## src/hdl/eic_pkg.sv

```systemverilog
// Shared constants and carrier types for the external interrupt and core control block
package eic_pkg;
   // Register indices; byte address is four times the index
   localparam logic [7:0] IDX_EXT_IRQ_CONFIG = 8'h0b;
   localparam logic [7:0] IDX_IRQ_MASK_ONE = 8'h0e;
   localparam logic [7:0] IDX_IRQ_MASK_TWO = 8'h0f;
   localparam logic [7:0] IDX_CORE_CONTROL = 8'h10;
   localparam logic [7:0] IDX_IRQ_PENDING = 8'h11;

   // Reset values
   localparam logic [7:0] RST_EXT_IRQ_CONFIG = 8'h00;
   localparam logic [7:0] RST_IRQ_MASK = 8'h00;
   localparam logic [7:0] RST_CORE_CONTROL = 8'h00;

   // Writable bits; the rest are reserved and read zero
   localparam logic [7:0] WMASK_EXT_IRQ_CONFIG = 8'hdb;
   localparam logic [7:0] WMASK_IRQ_MASK_ONE = 8'hef;
   localparam logic [7:0] WMASK_IRQ_MASK_TWO = 8'h7d;

   // ext_irq_config fields
   localparam int CFG_PIN_ONE_NOISE_SEL = 7;
   localparam int CFG_PIN_ZERO_FUNC_EN = 6;
   localparam int CFG_PIN_THREE_EDGE_HI = 4;
   localparam int CFG_PIN_THREE_EDGE_LO = 3;
   localparam int CFG_PIN_ONE_EDGE_SEL = 1;
   localparam int CFG_TIMER_TWO_EDGE_SEL = 0;

   // irq_mask_one fields
   localparam int M1_PIN_FIVE_IRQ_EN = 7;
   localparam int M1_TIMER_TWO_IRQ_EN = 6;
   localparam int M1_ADC_DONE_IRQ_EN = 5;
   localparam int M1_PIN_THREE_IRQ_EN = 3;
   localparam int M1_TIMER_FOUR_IRQ_EN = 2;
   localparam int M1_SERIAL_IF_IRQ_EN = 1;
   localparam int M1_TIMER_THREE_IRQ_EN = 0;
   // irq_mask_two field
   localparam int M2_PIN_ONE_IRQ_EN = 2;

   // core_control fields
   localparam int CC_WATCHDOG_OUT_SEL = 7;
   localparam int CC_GLOBAL_IRQ_EN = 6;
   localparam int CC_WATCHDOG_DIV_HI = 5;
   localparam int CC_WATCHDOG_DIV_LO = 4;
   localparam int CC_WATCHDOG_RUN_EN = 3;
   localparam int CC_TIMER_DIV_B2 = 2;
   localparam int CC_TIMER_DIV_B0 = 0;

   // Pending flag positions
   localparam int NUM_SRC = 10;
   localparam int SRC_TIMER_THREE = 0;
   localparam int SRC_SERIAL_IF = 1;
   localparam int SRC_TIMER_FOUR = 2;
   localparam int SRC_PIN_THREE = 3;
   localparam int SRC_PIN_ONE = 4;
   localparam int SRC_ADC_DONE = 5;
   localparam int SRC_TIMER_TWO = 6;
   localparam int SRC_PIN_FIVE = 7;
   localparam int SRC_PIN_ZERO = 8;
   localparam int SRC_WATCHDOG = 9;

   // Pin three edge codes
   localparam logic [1:0] EDGE3_RISE = 2'h0;
   localparam logic [1:0] EDGE3_FALL = 2'h1;
   localparam logic [1:0] EDGE3_BOTH = 2'h2;

   // Noise reject times in Fc periods; Fc is pclk
   localparam int NR_LONG_FC = 63;
   localparam int NR_SHORT_FC = 15;
   localparam int NR_PIN3_FC = 7;
   localparam int PCLK_PER_FC = 1;
   localparam logic [5:0] NR_LONG_CYC = 6'(NR_LONG_FC * PCLK_PER_FC);
   localparam logic [5:0] NR_SHORT_CYC = 6'(NR_SHORT_FC * PCLK_PER_FC);
   localparam logic [5:0] NR_PIN3_CYC = 6'(NR_PIN3_FC * PCLK_PER_FC);

   // Watchdog time-out in prescaled ticks
   localparam int WDT_TICKS_DEF = 256;

   // Instruction events from the core, one-cycle pulses
   typedef struct packed {
      logic enable_irqs_instr;
      logic disable_irqs_instr;
      logic return_irq_instr;
      logic irq_taken;
   } eic_core_instr_s;

   // Peripheral interrupt events, one-cycle pulses
   typedef struct packed {
      logic timer_two;
      logic adc_done;
      logic timer_four;
      logic serial_if;
      logic timer_three;
   } eic_periph_s;
endpackage

```

## src/hdl/eic_noise_filter.sv

```systemverilog
// Digital noise filter: accepts a new level only after it holds long enough
`timescale 1ns/100ps
module eic_noise_filter (
   input wire logic pclk,
   input wire logic presetn,
   input wire logic raw,
   input wire logic [5:0] hold_cyc,
   output logic level
);
   logic [5:0] cnt_q;
   logic [5:0] cnt_d;
   logic level_q;
   logic level_d;
   wire differ = raw != level_q;
   wire accept = differ && (cnt_q == hold_cyc - 6'h01);

   // Count consecutive cycles of a differing level; shorter pulses vanish
   always_comb begin
      cnt_d = differ ? cnt_q + 6'h01 : 6'h00;
      level_d = level_q;
      if (accept) begin
         cnt_d = 6'h00;
         level_d = raw;
      end
   end

   always_ff @(posedge pclk or negedge presetn) begin
      if (!presetn) begin
         cnt_q <= 6'h00;
         level_q <= 1'b0;
      end else begin
         cnt_q <= cnt_d;
         level_q <= level_d;
      end
   end

   assign level = level_q;

   // A change of output needs the raw level held for hold_cyc cycles
   a_filter_hold: assert property (@(posedge pclk) disable iff (!presetn)
      $changed(level_q) |-> $past(raw) == level_q && $past(cnt_q) == $past(hold_cyc) - 6'h01)
      else $error("filter changed level without full hold time");
endmodule

```

## src/hdl/eic_top.sv

```systemverilog
// External interrupt front end, mask and global enable, core control with watchdog
`timescale 1ns/100ps
module eic_top #(
   parameter int WDT_TICKS = eic_pkg::WDT_TICKS_DEF
) (
   input wire logic pclk,
   input wire logic presetn,
   input wire logic psel,
   input wire logic penable,
   input wire logic pwrite,
   input wire logic [11:0] paddr,
   input wire logic [31:0] pwdata,
   output logic [31:0] prdata,
   output logic pready,
   output logic pslverr,
   input wire logic ext_irq_pin_zero,
   input wire logic ext_irq_pin_one,
   input wire logic ext_irq_pin_three,
   input wire logic ext_irq_pin_five,
   input wire logic timer_two_pin,
   input wire eic_pkg::eic_periph_s periph_evt,
   input wire eic_pkg::eic_core_instr_s core_instr,
   input wire logic watchdog_clear,
   output logic irq_req,
   output logic [9:0] irq_src,
   output logic pin_zero_gpio,
   output logic timer_two_count,
   output logic base_timer_tick,
   output logic watchdog_reset
);
   logic [7:0] cfg_q;
   logic [7:0] mask_one_q;
   logic [7:0] mask_two_q;
   logic [7:0] core_q;
   logic [7:0] core_d;
   logic [9:0] pend_q;
   logic [9:0] pend_d;
   logic [31:0] prdata_q;
   logic pslverr_q;
   logic [7:0] pre_q;
   logic [15:0] wdt_cnt_q;
   logic wdt_rst_q;
   logic tmr_tick_q;
   logic tc2_cnt_q;
   logic [9:0] src_q;
   logic pin0_prev_q;
   logic pin5_prev_q;
   logic pin1_prev_q;
   logic pin3_prev_q;
   logic tc2_prev_q;
   logic pin1_lvl;
   logic pin3_lvl;

   // Index hit for a word-aligned register
   function automatic logic reg_hit(input logic [11:0] addr, input logic [7:0] idx);
      return (addr[1:0] == 2'h0) && (addr[11:10] == 2'h0) && (addr[9:2] == idx);
   endfunction

   // True once every lg low bits of the prescaler are ones: a 1:2^lg tick
   function automatic logic div_hit(input logic [7:0] cnt, input logic [3:0] lg);
      logic [7:0] m;
      m = 8'hff >> (4'h8 - lg);
      return (cnt & m) == m;
   endfunction

   // APB decode
   wire setup = psel && !penable;
   wire access = psel && penable;
   wire hit_cfg = reg_hit(paddr, eic_pkg::IDX_EXT_IRQ_CONFIG);
   wire hit_m1 = reg_hit(paddr, eic_pkg::IDX_IRQ_MASK_ONE);
   wire hit_m2 = reg_hit(paddr, eic_pkg::IDX_IRQ_MASK_TWO);
   wire hit_cc = reg_hit(paddr, eic_pkg::IDX_CORE_CONTROL);
   wire hit_pend = reg_hit(paddr, eic_pkg::IDX_IRQ_PENDING);
   wire mapped = hit_cfg || hit_m1 || hit_m2 || hit_cc || hit_pend;
   wire wr = access && pwrite && mapped;
   wire [7:0] wbyte = pwdata[7:0];
   wire [31:0] rd_mux = hit_cfg ? {24'h0, cfg_q} :
                        hit_m1 ? {24'h0, mask_one_q} :
                        hit_m2 ? {24'h0, mask_two_q} :
                        hit_cc ? {24'h0, core_q} :
                        hit_pend ? {22'h0, pend_q} : 32'h0;

   // Zero-wait slave; read data captured in setup so it comes from a flop
   assign pready = 1'b1;
   assign prdata = prdata_q;
   assign pslverr = pslverr_q && access;

   always_ff @(posedge pclk or negedge presetn) begin
      if (!presetn) begin
         prdata_q <= 32'h0;
         pslverr_q <= 1'b0;
      end else if (setup) begin
         prdata_q <= pwrite ? 32'h0 : rd_mux;
         pslverr_q <= !mapped;
      end
   end

   // Configuration and mask registers; reserved bits never store
   always_ff @(posedge pclk or negedge presetn) begin
      if (!presetn) begin
         cfg_q <= eic_pkg::RST_EXT_IRQ_CONFIG;
         mask_one_q <= eic_pkg::RST_IRQ_MASK;
         mask_two_q <= eic_pkg::RST_IRQ_MASK;
      end else if (wr) begin
         if (hit_cfg) cfg_q <= wbyte & eic_pkg::WMASK_EXT_IRQ_CONFIG;
         if (hit_m1) mask_one_q <= wbyte & eic_pkg::WMASK_IRQ_MASK_ONE;
         if (hit_m2) mask_two_q <= wbyte & eic_pkg::WMASK_IRQ_MASK_TWO;
      end
   end

   // Config fields
   wire nr_short = cfg_q[eic_pkg::CFG_PIN_ONE_NOISE_SEL];
   wire pin0_en = cfg_q[eic_pkg::CFG_PIN_ZERO_FUNC_EN];
   wire [1:0] edge3 = {cfg_q[eic_pkg::CFG_PIN_THREE_EDGE_HI],
                       cfg_q[eic_pkg::CFG_PIN_THREE_EDGE_LO]};
   wire pin1_fall = cfg_q[eic_pkg::CFG_PIN_ONE_EDGE_SEL];
   wire tc2_fall = cfg_q[eic_pkg::CFG_TIMER_TWO_EDGE_SEL];

   // Noise-rejected copies of pins one and three
   wire [5:0] pin1_hold = nr_short ? eic_pkg::NR_SHORT_CYC : eic_pkg::NR_LONG_CYC;

   eic_noise_filter u_pin_one_filter (
      .pclk(pclk),
      .presetn(presetn),
      .raw(ext_irq_pin_one),
      .hold_cyc(pin1_hold),
      .level(pin1_lvl)
   );

   eic_noise_filter u_pin_three_filter (
      .pclk(pclk),
      .presetn(presetn),
      .raw(ext_irq_pin_three),
      .hold_cyc(eic_pkg::NR_PIN3_CYC),
      .level(pin3_lvl)
   );

   // Edge detection on the filtered or raw pins
   wire pin0_fall_evt = pin0_prev_q && !ext_irq_pin_zero && pin0_en;
   wire pin5_fall_evt = pin5_prev_q && !ext_irq_pin_five;
   wire pin1_rise = !pin1_prev_q && pin1_lvl;
   wire pin1_drop = pin1_prev_q && !pin1_lvl;
   wire pin1_evt = pin1_fall ? pin1_drop : pin1_rise;
   wire pin3_rise = !pin3_prev_q && pin3_lvl;
   wire pin3_drop = pin3_prev_q && !pin3_lvl;
   // Code 11 is reserved and raises nothing
   wire pin3_evt = (edge3 == eic_pkg::EDGE3_RISE) ? pin3_rise :
                   (edge3 == eic_pkg::EDGE3_FALL) ? pin3_drop :
                   (edge3 == eic_pkg::EDGE3_BOTH) ? (pin3_rise || pin3_drop) : 1'b0;
   wire tc2_evt = tc2_fall ? (tc2_prev_q && !timer_two_pin) :
                             (!tc2_prev_q && timer_two_pin);

   always_ff @(posedge pclk or negedge presetn) begin
      if (!presetn) begin
         pin0_prev_q <= 1'b1;
         pin5_prev_q <= 1'b1;
         pin1_prev_q <= 1'b0;
         pin3_prev_q <= 1'b0;
         tc2_prev_q <= 1'b0;
      end else begin
         pin0_prev_q <= ext_irq_pin_zero;
         pin5_prev_q <= ext_irq_pin_five;
         pin1_prev_q <= pin1_lvl;
         pin3_prev_q <= pin3_lvl;
         tc2_prev_q <= timer_two_pin;
      end
   end

   // Pin zero feeds the port as plain I/O when its function is off
   assign pin_zero_gpio = pin0_en ? 1'b1 : ext_irq_pin_zero;

   // Core control fields
   wire wdt_to_reset = core_q[eic_pkg::CC_WATCHDOG_OUT_SEL];
   wire gie = core_q[eic_pkg::CC_GLOBAL_IRQ_EN];
   wire [1:0] wdt_div = {core_q[eic_pkg::CC_WATCHDOG_DIV_HI], core_q[eic_pkg::CC_WATCHDOG_DIV_LO]};
   wire wdt_run = core_q[eic_pkg::CC_WATCHDOG_RUN_EN];
   wire [2:0] tmr_div = core_q[eic_pkg::CC_TIMER_DIV_B2:eic_pkg::CC_TIMER_DIV_B0];

   // Prescaler taps: watchdog 4^(n+1), timer 2^(n+1)
   wire wdt_tick = div_hit(pre_q, {1'b0, wdt_div, 1'b0} + 4'h2);
   wire tmr_tick = div_hit(pre_q, {1'b0, tmr_div} + 4'h1);
   wire wdt_expire = wdt_run && wdt_tick && (wdt_cnt_q == 16'(WDT_TICKS - 1));

   // Watchdog counter; held in reset while disabled so it restarts cleanly
   always_ff @(posedge pclk or negedge presetn) begin
      if (!presetn) begin
         pre_q <= 8'h00;
         wdt_cnt_q <= 16'h0000;
         wdt_rst_q <= 1'b0;
         tmr_tick_q <= 1'b0;
         tc2_cnt_q <= 1'b0;
      end else begin
         pre_q <= pre_q + 8'h01;
         tmr_tick_q <= tmr_tick;
         tc2_cnt_q <= tc2_evt;
         wdt_rst_q <= wdt_expire && wdt_to_reset;
         if (!wdt_run || watchdog_clear || wdt_expire) begin
            wdt_cnt_q <= 16'h0000;
         end else if (wdt_tick) begin
            wdt_cnt_q <= wdt_cnt_q + 16'h0001;
         end
      end
   end

   assign base_timer_tick = tmr_tick_q;
   assign timer_two_count = tc2_cnt_q;
   assign watchdog_reset = wdt_rst_q;

   // Raw event vector in pending-flag order
   wire [9:0] evt;
   assign evt[eic_pkg::SRC_TIMER_THREE] = periph_evt.timer_three;
   assign evt[eic_pkg::SRC_SERIAL_IF] = periph_evt.serial_if;
   assign evt[eic_pkg::SRC_TIMER_FOUR] = periph_evt.timer_four;
   assign evt[eic_pkg::SRC_PIN_THREE] = pin3_evt;
   assign evt[eic_pkg::SRC_PIN_ONE] = pin1_evt;
   assign evt[eic_pkg::SRC_ADC_DONE] = periph_evt.adc_done;
   assign evt[eic_pkg::SRC_TIMER_TWO] = periph_evt.timer_two;
   assign evt[eic_pkg::SRC_PIN_FIVE] = pin5_fall_evt;
   assign evt[eic_pkg::SRC_PIN_ZERO] = pin0_fall_evt;
   assign evt[eic_pkg::SRC_WATCHDOG] = wdt_expire && !wdt_to_reset;

   // Per-source enables from the mask registers; pin zero uses its function enable, the watchdog is always enabled
   wire [9:0] src_en;
   assign src_en[eic_pkg::SRC_TIMER_THREE] = mask_one_q[eic_pkg::M1_TIMER_THREE_IRQ_EN];
   assign src_en[eic_pkg::SRC_SERIAL_IF] = mask_one_q[eic_pkg::M1_SERIAL_IF_IRQ_EN];
   assign src_en[eic_pkg::SRC_TIMER_FOUR] = mask_one_q[eic_pkg::M1_TIMER_FOUR_IRQ_EN];
   assign src_en[eic_pkg::SRC_PIN_THREE] = mask_one_q[eic_pkg::M1_PIN_THREE_IRQ_EN];
   assign src_en[eic_pkg::SRC_PIN_ONE] = mask_two_q[eic_pkg::M2_PIN_ONE_IRQ_EN];
   assign src_en[eic_pkg::SRC_ADC_DONE] = mask_one_q[eic_pkg::M1_ADC_DONE_IRQ_EN];
   assign src_en[eic_pkg::SRC_TIMER_TWO] = mask_one_q[eic_pkg::M1_TIMER_TWO_IRQ_EN];
   assign src_en[eic_pkg::SRC_PIN_FIVE] = mask_one_q[eic_pkg::M1_PIN_FIVE_IRQ_EN];
   assign src_en[eic_pkg::SRC_PIN_ZERO] = pin0_en;
   assign src_en[eic_pkg::SRC_WATCHDOG] = 1'b1;

   // Pending flags: write one to clear, a new event in the same cycle wins
   always_comb begin
      pend_d = pend_q;
      if (wr && hit_pend) pend_d = pend_q & ~pwdata[9:0];
      pend_d = pend_d | evt;
   end

   // Global enable: instructions override software writes; disable wins
   always_comb begin
      core_d = core_q;
      if (wr && hit_cc) core_d = wbyte;
      if (core_instr.enable_irqs_instr || core_instr.return_irq_instr) begin
         core_d[eic_pkg::CC_GLOBAL_IRQ_EN] = 1'b1;
      end
      if (core_instr.disable_irqs_instr || core_instr.irq_taken) begin
         core_d[eic_pkg::CC_GLOBAL_IRQ_EN] = 1'b0;
      end
   end

   wire [9:0] active = pend_q & src_en;
   assign irq_req = gie && (active != 10'h000);

   always_ff @(posedge pclk or negedge presetn) begin
      if (!presetn) begin
         pend_q <= 10'h000;
         core_q <= eic_pkg::RST_CORE_CONTROL;
         src_q <= 10'h000;
      end else begin
         pend_q <= pend_d;
         core_q <= core_d;
         src_q <= active;
      end
   end

   // Enabled pending sources, registered for the core's vector logic
   assign irq_src = src_q;

   // Checks
   a_masked_quiet: assert property (@(posedge pclk) disable iff (!presetn)
      pend_q == 10'(1 << eic_pkg::SRC_ADC_DONE) && !mask_one_q[eic_pkg::M1_ADC_DONE_IRQ_EN]
      |-> !irq_req)
      else $error("masked source reached the core");

   a_request_path: assert property (@(posedge pclk) disable iff (!presetn)
      $rose(pend_q[eic_pkg::SRC_PIN_FIVE]) && mask_one_q[eic_pkg::M1_PIN_FIVE_IRQ_EN] && gie
      |-> irq_req ##1 src_q[eic_pkg::SRC_PIN_FIVE])
      else $error("pending enabled source not requested");

   a_gie_disable: assert property (@(posedge pclk) disable iff (!presetn)
      core_instr.disable_irqs_instr |=> !core_q[eic_pkg::CC_GLOBAL_IRQ_EN] && !irq_req)
      else $error("global enable survived disable instruction");

   a_gie_set: assert property (@(posedge pclk) disable iff (!presetn)
      (core_instr.enable_irqs_instr || core_instr.return_irq_instr)
      && !core_instr.disable_irqs_instr && !core_instr.irq_taken
      |=> core_q[eic_pkg::CC_GLOBAL_IRQ_EN])
      else $error("global enable not set by enable or return");

   a_gie_taken: assert property (@(posedge pclk) disable iff (!presetn)
      core_instr.irq_taken |=> !core_q[eic_pkg::CC_GLOBAL_IRQ_EN])
      else $error("global enable not cleared on taken interrupt");

   a_pin_zero_off: assert property (@(posedge pclk) disable iff (!presetn)
      $rose(pend_q[eic_pkg::SRC_PIN_ZERO]) |-> $past(pin0_en) && $past(ext_irq_pin_zero, 2))
      else $error("pin zero flagged without function or falling edge");

   a_pin_three_code: assert property (@(posedge pclk) disable iff (!presetn)
      $rose(pend_q[eic_pkg::SRC_PIN_THREE]) |-> $past(edge3) != 2'h3)
      else $error("pin three flagged under reserved edge code");

   a_reserved_zero: assert property (@(posedge pclk) disable iff (!presetn)
      (cfg_q & ~eic_pkg::WMASK_EXT_IRQ_CONFIG) == 8'h00
      && (mask_one_q & ~eic_pkg::WMASK_IRQ_MASK_ONE) == 8'h00)
      else $error("reserved bit holds a one");

   a_core_write: assert property (@(posedge pclk) disable iff (!presetn)
      wr && hit_cc && core_instr == 4'h0 ##1 !psel && core_instr == 4'h0
      ##1 psel && !penable && !pwrite && hit_cc
      ##1 access |-> prdata == {24'h0, $past(wbyte, 3)})
      else $error("core control did not read back its write");

   a_wdt_route: assert property (@(posedge pclk) disable iff (!presetn)
      wdt_expire |=> (wdt_rst_q == $past(wdt_to_reset))
      && (pend_q[eic_pkg::SRC_WATCHDOG] || $past(wdt_to_reset)))
      else $error("watchdog time-out routed wrongly");

   a_wdt_idle: assert property (@(posedge pclk) disable iff (!presetn)
      !wdt_run |=> wdt_cnt_q == 16'h0000 && !wdt_rst_q)
      else $error("watchdog counted while disabled");
endmodule

```

## config.mk

```make
export PLATFORM = sky130hd
export DESIGN_NAME = eic_top
export DESIGN_NICKNAME = d
export VERILOG_FILES = /design/src/hdl/eic_pkg.sv /design/src/hdl/eic_noise_filter.sv /design/src/hdl/eic_top.sv
export SDC_FILE = /design/constraint.sdc
export NUM_CORES = 1
export LEC_CHECK = 0
export BUFFER_PORTS_ARGS = -buffer_cell sky130_fd_sc_hd__buf_2
export CAP_MARGIN = 10
export CORE_UTILIZATION = 55
export CTS_CLUSTER_SIZE = 40
export DETAILED_ROUTE_END_ITERATION = 8
export PLACE_DENSITY_LB_ADDON = 0.15
export SYNTH_ARGS = -nofsm -noshare
export SYNTH_HDL_FRONTEND = slang
export SYNTH_SLANG_ARGS = --single-unit
export TNS_END_PERCENT = 1
```

## constraint.sdc

```tcl
create_clock -name pclk -period 3.1 [get_ports pclk]
set_input_delay 0.155 -clock pclk [delete_from_list [all_inputs] [get_ports pclk]]
set_output_delay 0.155 -clock pclk [all_outputs]
set_load 0.05 [all_outputs]
```

### Word-level counts from Yosys, hierarchy flattened

Cells that the tools add are included.

| operators by class | value |
|---|---|
| $add $sub $neg | 9 |
| multipliers | 0 |
| multiplexer cells | 23 |
| div/mod/pow operators | 0 |
| equality and inequality tests | 14 |
| shift operators | 2 |
| magnitude comparators | 0 |
| bitwise gates (word level) | 6 |
| reduce and logical (&&, ||, !) cells | 59 |

Operator list:

| kind | number |
|---|---|
| 10-bit two-way mux | 7 |
| 16-bit two-way mux | 2 |
| 6-bit two-way mux | 5 |
| 1-bit logical AND | 29 |
| 8-bit by 4-bit == test with 1-bit output, second input constant | 3 |
| 10-bit bitwise AND | 2 |
| 16-bit by 1-bit adder with 16-bit output, second input constant | 1 |
| 8-bit bitwise AND | 2 |
| 16-bit by 8-bit == test with 1-bit output, second input constant | 1 |
| 8-bit by 5-bit == test with 1-bit output, second input constant | 2 |
| 8-bit == test | 2 |
| 8-bit by 4-bit right shift with 8-bit output, first input constant | 2 |
| 6-bit by 1-bit adder with 6-bit output, second input constant | 2 |
| 1-bit logical NOT | 12 |
| 10-bit inverter | 1 |
| 10-bit OR | 1 |
| 10-bit nonzero test | 1 |
| 1-bit logical OR | 9 |
| 8-bit by 1-bit adder with 8-bit output, second input constant | 1 |
| 1-bit two-way mux | 8 |
| 4-bit subtractor, first input constant | 2 |
| 7-bit two-way mux | 1 |
| 6-bit by 3-bit == test with 1-bit output, second input constant | 1 |
| 6-bit == test | 1 |
| other kinds (10) | 15 |

| word-level totals | value |
|---|---|
| input port bits | 64 |
| ROM bits | 0 |
| latch bits | 0 |
| memories kept | 0 |
| flip-flop bits (word level) | 126 |
| memory bits (writable) | 0 |

### Longest topological paths before layout

Gate-level depths: netlist of the first run.

| logic depth | value |
|---|---|
| word-level depth | 12 |
| mapped depth | 7 |
| mapped depth without buffers | 6 |

### Modules after synthesis

Synthesis of the first run repeated with hierarchy kept, for this count alone.

| unflattened totals | value |
|---|---|
| cell total of the unflattened synthesis | 497 |
| area total of the unflattened synthesis | 5357.6 sq um |

Modules (own cells, without submodules):

| module | area each (sq um) | instances | cells an instance |
|---|---|---|---|
| eic_top | 4401.7 | 1 | 401 |
| eic_noise_filter | 478.0 | 2 | 48 |

### Worst setup path before layout of the first run

Ideal clock, no wire load.

| timing path | value |
|---|---|
| path type | reg2out |
| start | register pend_q[2] |
| end | output port irq_req |
| stages on the path, launching flop included | 5 |
| slack | 0.964 ns |
| buffers on the path | 0 |
| data required time | 2.945 ns |
| arrival time | 1.981 ns |
| cells stage by stage | dfrtp_1 > and2_1 > or2_2 > or4b_2 > o41a_1 |

| on the way | value |
|---|---|
| word-level cells in the longest chain between the ends | 3 |

Ends and longest elaborated chain:

| item | line | source |
|---|---|---|
| from (decl) | eic_top.sv:36 | `logic [9:0] pend_q;` |
| from (signal assigned) | eic_top.sv:263 | `pend_q <= pend_d;` |
| 10-bit bitwise AND | eic_top.sv:254 | `wire [9:0] active = pend_q & src_en;` |
| net active[2] | eic_top.sv:254 |  |
| 10-bit nonzero test | eic_top.sv:255 | `assign irq_req = gie && (active != 10'h000);` |
| 1-bit logical AND | eic_top.sv:255 |  |
| to (decl) | eic_top.sv:24 | `output logic irq_req,` |

The timed path passes the listed nets, and every way through them passes these cells.

### Worst setup path after layout of the first run

Ends and elaborated chain as after synthesis.

==> results.md, run 1 <==
- Status: complete, no violations
- Worst skew pair latency: 0.37 ns
- Max Slew Vio Count: 0
- #FFs+latches synth: 104
- # IOs: roughly 110
- TritonRoute pass-1 iters: 4
- Worst R2R End: wdt_cnt_q[7]
- CP max stage cell: or4b_2
- MaxCap Viol Count: 0
- Routed Wire Length: 10500 um
- Post-route cell area: between 5000 and 6000 sq um
- Port Buffers: 67
- Post-synth cell types: 61
- CTS H-tree lvls: 3
- Post-synthesis average cell area: 10.9 sq um
- CP endpoint kind: output pin
- Bufs on Longest Clock Path: 2
- Synthesized cell area: between 5000 and 6000 sq um
- Area Overhead vs Synth: 14.5%
- Fin Setup TNS: 0 ns
- Syn Inst Count: 459
- CP Data Arrival Time: about 2.5 ns
- R2R Path Start: pre_q[2]
- CTS sink count: between 100 and 150
- Hpwl dp: 7460 um
- Clock Tree Root: clkbuf_8
- Antenna cells: 0
- Largest net degree at the start of global routing: 57
- Grt ovf: 0
- Crit Path Class: reg -> out
- Register area: around 2600 sq um
- Synth Warn #: 0
- Worst Hold End: pend_q[8]
- CP peak stage delay: 0.65 ns
- CTS resizes: 0
- Post-CTS Setup Repair Bufs: 0
- Area of the multi-input gates: between 2000 and 2500 sq um
- Post-route DRC violation count: 0
- Hold Buf Count CTS: 11
- Seq/Total Area, Yosys: between 50% and 60%
- Fraction of layout cells with a size suffix above 1: 25.4%
- Worst slack at placement: 0.677 ns
- Fillers: 705
- First-pass GRT wire length: 17600 um
- Actual slew at the worst max-slew pin: ~0.8 ns
- R2R Setup Slk: approximately 0.80 ns
- Power Total: between 0.002 and 0.003 W
- CTS clk-pin slew, worst paths: 0.10 ns
- EDFF count, synth: 0
- Fin crit share: 86.0%
- CORE AREA: between 8000 and 9000 sq um
- Post-layout min period: around 2.7 ns
- Synth area leaders: dfrtp_1, mux2_2, buf_4
- TritonCTS clock tree: done
- Leakage: 2.73 nW
- TritonCTS buffer count: 9
- Pwr Density: 479 nW/um^2
- PnR worst setup slack: 0.434 ns
- Final Hold Fails: 0
- HP Start: pwdata[8]
- Setup-failing EPs final: 0
- Worst hold path cell count: 4
- Worst path required time: approximately 2.9 ns
- Clk_skew: 0.00898 ns
- Initial antenna violation count: 0
- Top cell type's share of synthesized area: between 50% and 60%
- Final ANT Viol Nets: 0
- Die area: 9510 sq um
- Post-synth top flop: dfrtp_1
- Achievable frequency: 375 MHz
- RSZ-0062 raised after global routing: false
- Initial DRC count: 160
- Number of global-route vias before repair: 3679
- Most area-hungry cell type in the Yosys netlist: dfrtp_1
- Drt wl/cell: 16.2 um
- Peak VDD IR: 0.336 mV
- Final core utilization: 65.6%
- Nets: 612
- Critical path startpoint category: flip-flop
- Num rows: 34
- Initial Utilization: between 50% and 60%
- Global Route Usage Sum: a little under a quarter
- Die H: about 100 um
- Placed Instance Area: 5390 sq um
- Reg2reg path depth: 5
- Vias: 3628
- GPL Wtd Cong: about 0.84
- Slew HR: a little under half
- Post-DR vias/cell: 5.56
- CP Cell Sequence: and2_1, or2_2, or4b_2, o41a_1, buf_2
- Asr flop ratio synth: 100%
- Hold Crit Class: in -> reg
- Worst-path fanout max: 3
- Chip width: 97.5 um
## Yosys cell counts (all sizes together), types with 2 or more instances
cell type  number
dfrtp         102
nor2           41
nand2          44
clkbuf          6
inv            10
a21oi           5
dfstp           2
o211ai          4
o2111ai         3
or4b            3
xor2           15
and3            4
ha              9
a211oi          5
and2           12
nor3            4
a22oi           6
a32oi           4
buf            28
or3             4
nand3          20
nand2b          6
a22o            2
or2             4
xnor2          13
mux2           35
a21o            5
o21ai          16
nand4           7
nor4            8
nand3b          3
conb            2
nor2b           3
mux2i           5
## stage by stage
stage                     std cells  hold slack [ns]
final                           652           0.0271
after detailed placement        625            0.220
after floorplan                 480           -0.141
after global placement          625            0.216
after CTS                       652           0.0101
after global routing            652           0.0272
## cells in the final DEF, fill, tap and decap left out, drive strengths merged, types with 13 or more instances in the layout
master and instances:
dfrtp 102, buf 71, nand2 44, nor2 41, mux2 35, conb 23
nand3 20, o21ai 16, xor2 15, xnor2 13
## critical path, delay by kind of cell (launching register included)
family | cells | cell delay [ns]
buf+inv | 1 | 0.22
simple gates | 3 | 1.11
flops | 1 | 0.42
compound gates | 1 | 0.39
## report_power, final
part | internal [W] | total, W | switching, W | leakage, nW
combinational | 0.0000981 | 0.000294 | 0.000196 | 1.25
clock | 0.000546 | 0.00102 | 0.000479 | 0.122
sequential | 0.00140 | 0.00144 | 0.0000382 | 1.35
total | 0.00204 | 0.00276 | 0.000713 | 2.73
## layer usage
metal,GRT usage [%],part of all wire [%],up-vias
met5,0,0,-
met2,37.4,48,109
met1,31.9,46,1766
met4,8.60,1.7,0
met3,4.68,4.6,18
li1,-,-,1735
## cell type report
| type | instances | share of cell area [%] |
|---|---|---|
| inverter | 10 | 0.653 |
| clock buffer | 9 | 2.15 |
| clock inverter | 7 | 2.20 |
| sequential | 104 | 45.3 |
| tap | 108 | 2.35 |
| multi-input combinational | 332 | 38.8 |
| timing repair buffer | 82 | 8.53 |
## worst max path at each step
stage / start / endpoint / cells after the start
2_1_floorplan: pend_q[2] / irq_req / 4
3_3_place_gp: paddr[10] / cfg_q[4] / 6
3_5_place_dp: paddr[10] / cfg_q[3] / 6
4_1_cts: pend_q[2] / irq_req / 5
5_1_grt: pend_q[2] / irq_req / 5
6_report: pend_q[2] / irq_req / 5
## sequential cells by signal (all words and copies together) (netlist names), 6 cells and up
register and count:
prdata 10, mask_one_q 7, pend_q 10, wdt_cnt_q 16
cfg_q 6, mask_two_q 6, irq_src 10, u_pin_one_filter.cnt_q 6
pre_q 8, u_pin_three_filter.cnt_q 6, core_q 8
## cell families (layout without fill, tap and decap cells)
group                    after synthesis  after routing  synth area share [%]
AO/OA/AOI/OAI                         64             64                  9.30
buffers and inverters                 44            108                  5.26
AND/OR/NAND/NOR                      168            168                  17.4
adder cells (fa/ha/maj)                9              9                  2.24
other                                  2             23                 0.150
multiplexers                          40             40                  8.85
XOR/XNOR                              28             28                  4.89
flip-flops                           104            104                  51.9
(Power assumes the default switching activity.)
==> run 2: changes to the inputs <==
- ABC_AREA: default -> 1
- CORE_UTILIZATION: 55 -> 50
- PLACE_DENSITY: default -> 0.77
- PLACE_DENSITY_LB_ADDON: 0.15 -> default
- clock period: 3.1 -> 2.25 ns (I/O delays scaled with it)
==> run 2 against run 1 <==
Effect of this change:
- flip-flop and latch count is the same
- sequential power grew 35%
- sequential share of layout area shrank 2.1 points
- largest cell class unchanged
- clock power grew 16%
- global-route usage shrank 0.26 points
- synthesized cell count grew 36%
- die area grew 16%
- final area grew 4.9%
- core utilization shrank 7.2 points
- combinational power grew 20%
- worst hold slack lost 0.0073 ns
==> results.md, run 2 <==
- Most area-hungry cell type in the Yosys netlist: dfrtp_1
- Reg2reg path depth: 8
- Post-synthesis average cell area: 8.52 sq um
- Antenna cells: 0
- Leakage: 3.09 nW
- MaxCap Viol Count: 0
- Hold Crit Class: in -> reg
- Routed Wire Length: between 10000 and 15000 um
- Status: complete, no violations
- Biggest register: wdt_cnt_q
- Vias: 4336
- GPL Wtd Cong: approximately 0.84
- Largest net degree at the start of global routing: between 50 and 60
- Synth Warn #: 0
- Slew HR: a little over three fifths
- Clock Tree Root: clkbuf_8
- Max Slew Vio Count: 0
- Post-CTS Setup Repair Bufs: 0
- Bufs on Longest Clock Path: 2
- Share of total power in combinational logic: 10.2%
- Sequential share of power: 55.8%
- RSZ-0062 raised after global routing: false
- Nets: 781
- Port Buffers: 67
- Worst Hold End: u_pin_one_filter.level
- Initial antenna violation count: 0
- Fin crit share: 86.1%
- Placed Instance Area: 5710 sq um
- TritonCTS buffer count: 9
- Seq/Total Area, Yosys: approximately half
- CTS resizes: 0
- Chip width: ~110 um
- First-pass GRT wire length: 20100 um
- Critical path startpoint category: flip-flop
- Fin Setup TNS: 0 ns
- Post-route DRC violation count: 0
- Fraction of layout cells with a size suffix above 1: 19.1%
- Die H: 105 um
- CP Data Arrival Time: roughly 1.8 ns
- Max reg flops: 16
- Worst skew pair latency: 0.39 ns
- Post-synth cell types: 45
- Post-DR vias/cell: 5.11
- Worst hold path cell count: 3
- Sw Ratio: 26.6%
- Final ANT Viol Nets: 0
- Post-layout min period: 1.94 ns
- Num rows: 37
- #FFs+latches synth: 104
- TritonRoute pass-1 iters: 5
- Syn Inst Count: 623
- TritonCTS clock tree: done
- Global Route Usage Sum: between 20% and 30%
- Most numerous cell in the Yosys netlist: nand2_1
- Worst-path fanout max: 3
- Initial DRC count: approximately 240
- CTS clk-pin slew, worst paths: 0.11 ns
- Worst R2R End: wdt_cnt_q[5]
- R2R Setup Slk: between 0.3 and 0.4 ns
- Actual slew at the worst max-slew pin: 0.554 ns
- CORE AREA: 10300 sq um
- Synthesized cell area: 5310 sq um
- Most common cell after layout, fill and taps aside: nand2_1
- Area Overhead vs Synth: 13.6%
- Worst path required time: 2.14 ns
- Power Total: 0.00348 W
- R2R Path Start: core_q[4]
- Synth area leaders: dfrtp_1, nand2_1, inv_1
- Clk_skew: 0.0229 ns
- Most frequent cells in the layout: nand2_1, dfrtp_1, inv_1
- Psw: 0.000925 W
- Post-synth top flop: dfrtp_1
- Drt wl/cell: between 10 and 15 um
- Hpwl dp: 8710 um
- Number of global-route vias before repair: 4316
- Final Hold Fails: 0
- # IOs: 113
- HP Start: ext_irq_pin_one
- CTS H-tree lvls: 3
- Peak VDD IR: 0.373 mV
- Clock power share: approximately 34%
- CP endpoint kind: output pin
- Achievable frequency: around 520 MHz
- Post-route cell area: approximately 6000 sq um
- Grt ovf: 0
- Asr flop ratio synth: 100%
- Internal power: 0.00256 W
- EDFF count, synth: 0
- Synth cell count leaders: nand2_1, dfrtp_1, inv_1
- Top cell type's share of synthesized area: 48.1%
- CTS sink count: 104
- Crit Path Class: reg -> out
- Initial Utilization: 51.4%
- Setup-failing EPs final: 0
- Die area: 11000 sq um
- Pwr Density: roughly 580 nW/um^2
[run 2: cell count changes after synthesis, sizes merged, moves of 7 or more]
| cell | previous run | this run |
|---|---|---|
| nand3 | 20 | 39 |
| mux2 | 35 | 0 |
| nand2 | 44 | 137 |
| inv | 10 | 91 |
| xnor2 | 13 | 3 |
| nand4 | 7 | 14 |
| and2 | 12 | 0 |
| nor3 | 4 | 15 |
| nor4 | 8 | 1 |
| o21ai | 16 | 60 |
| nor2 | 41 | 68 |
[run 2: how the worst max path moves through the flow]
stage | start | endpoint | cells past startpoint
finish | pend_q[6] | irq_req | 5
floorplan | wdt_cnt_q[0] | wdt_cnt_q[4] | 11
global route | core_q[4] | wdt_cnt_q[5] | 8
global placement | core_q[4] | wdt_cnt_q[4] | 8
detailed placement | core_q[4] | wdt_cnt_q[5] | 8
CTS | cfg_q[6] | irq_req | 5
[run 2: metrics by stage]
step / hold slack (ns) / cells / setup WS (ns) / utilization [%]
floorplan: -0.183 / 644 / 0.694 / -
global route: 0.0335 / 849 / 0.0981 / 58.4
detailed placement: 0.0811 / 821 / 0.412 / 55.3
finish: 0.0198 / 849 / 0.312 / 58.4
global placement: 0.0780 / 821 / 0.446 / 55.3
CTS: 0.0155 / 849 / 0.298 / 58.4
[run 2: power by group through the flow]
stage	clock (W)	sequential, W	combinational, W
floorplan	0	0.00197	0.000244
global route	0.00128	0.00195	0.000393
global placement	0	0.00197	0.000326
finish	0.00118	0.00194	0.000354
CTS	0.00120	0.00194	0.000358
detailed placement	0	0.00198	0.000341
[run 2: per-layer routing]
layer / global-route usage (%) / routed length, um / vias to the layer above
li1: - / - / 2116
met1: 30.7 / 5220 / 2074
met2: 38.7 / 5790 / 134
met3: 5.74 / 663 / 12
met4: 5.03 / 107 / 0
met5: 0 / 0 / -
[run 2: final cells by class]
| cell class | instances | area, sq um |
|---|---|---|
| clock buffer | 12 | 145 |
| multi-input combinational | 417 | 2200 |
| tap | 136 | 170 |
| fill | 906 | 4290 |
| timing repair buffer | 84 | 508 |
| inverter | 92 | 348 |
| clock inverter | 4 | 55.1 |
| sequential | 104 | 2610 |
[run 2: what timing repair did]
item                                   in CTS  in global routing
endpoints found under the hold margin      43                  0
hold buffers                               12                  0
setup endpoints to repair                   0                  0
[run 2: worst max-delay path, stage by stage, from the launching register on]
cell	delay, ns
dfrtp_1	0.42
nand2_1	0.13
nand4_1	0.14
o41ai_1	0.44
inv_1	0.08
buf_2	0.22
[run 2: kinds of logic (layout without fill, tap and decap cells)]
family / after synthesis / after routing / share of synthesized area, %
flops: 104 / 104 / 49.1
simple gates: 278 / 278 / 23.9
compound gates: 89 / 89 / 10.9
xor+xnor: 18 / 18 / 2.97
other cells: 2 / 23 / 0.141
fa+ha+maj: 9 / 9 / 2.12
buf+inv: 123 / 192 / 11.0
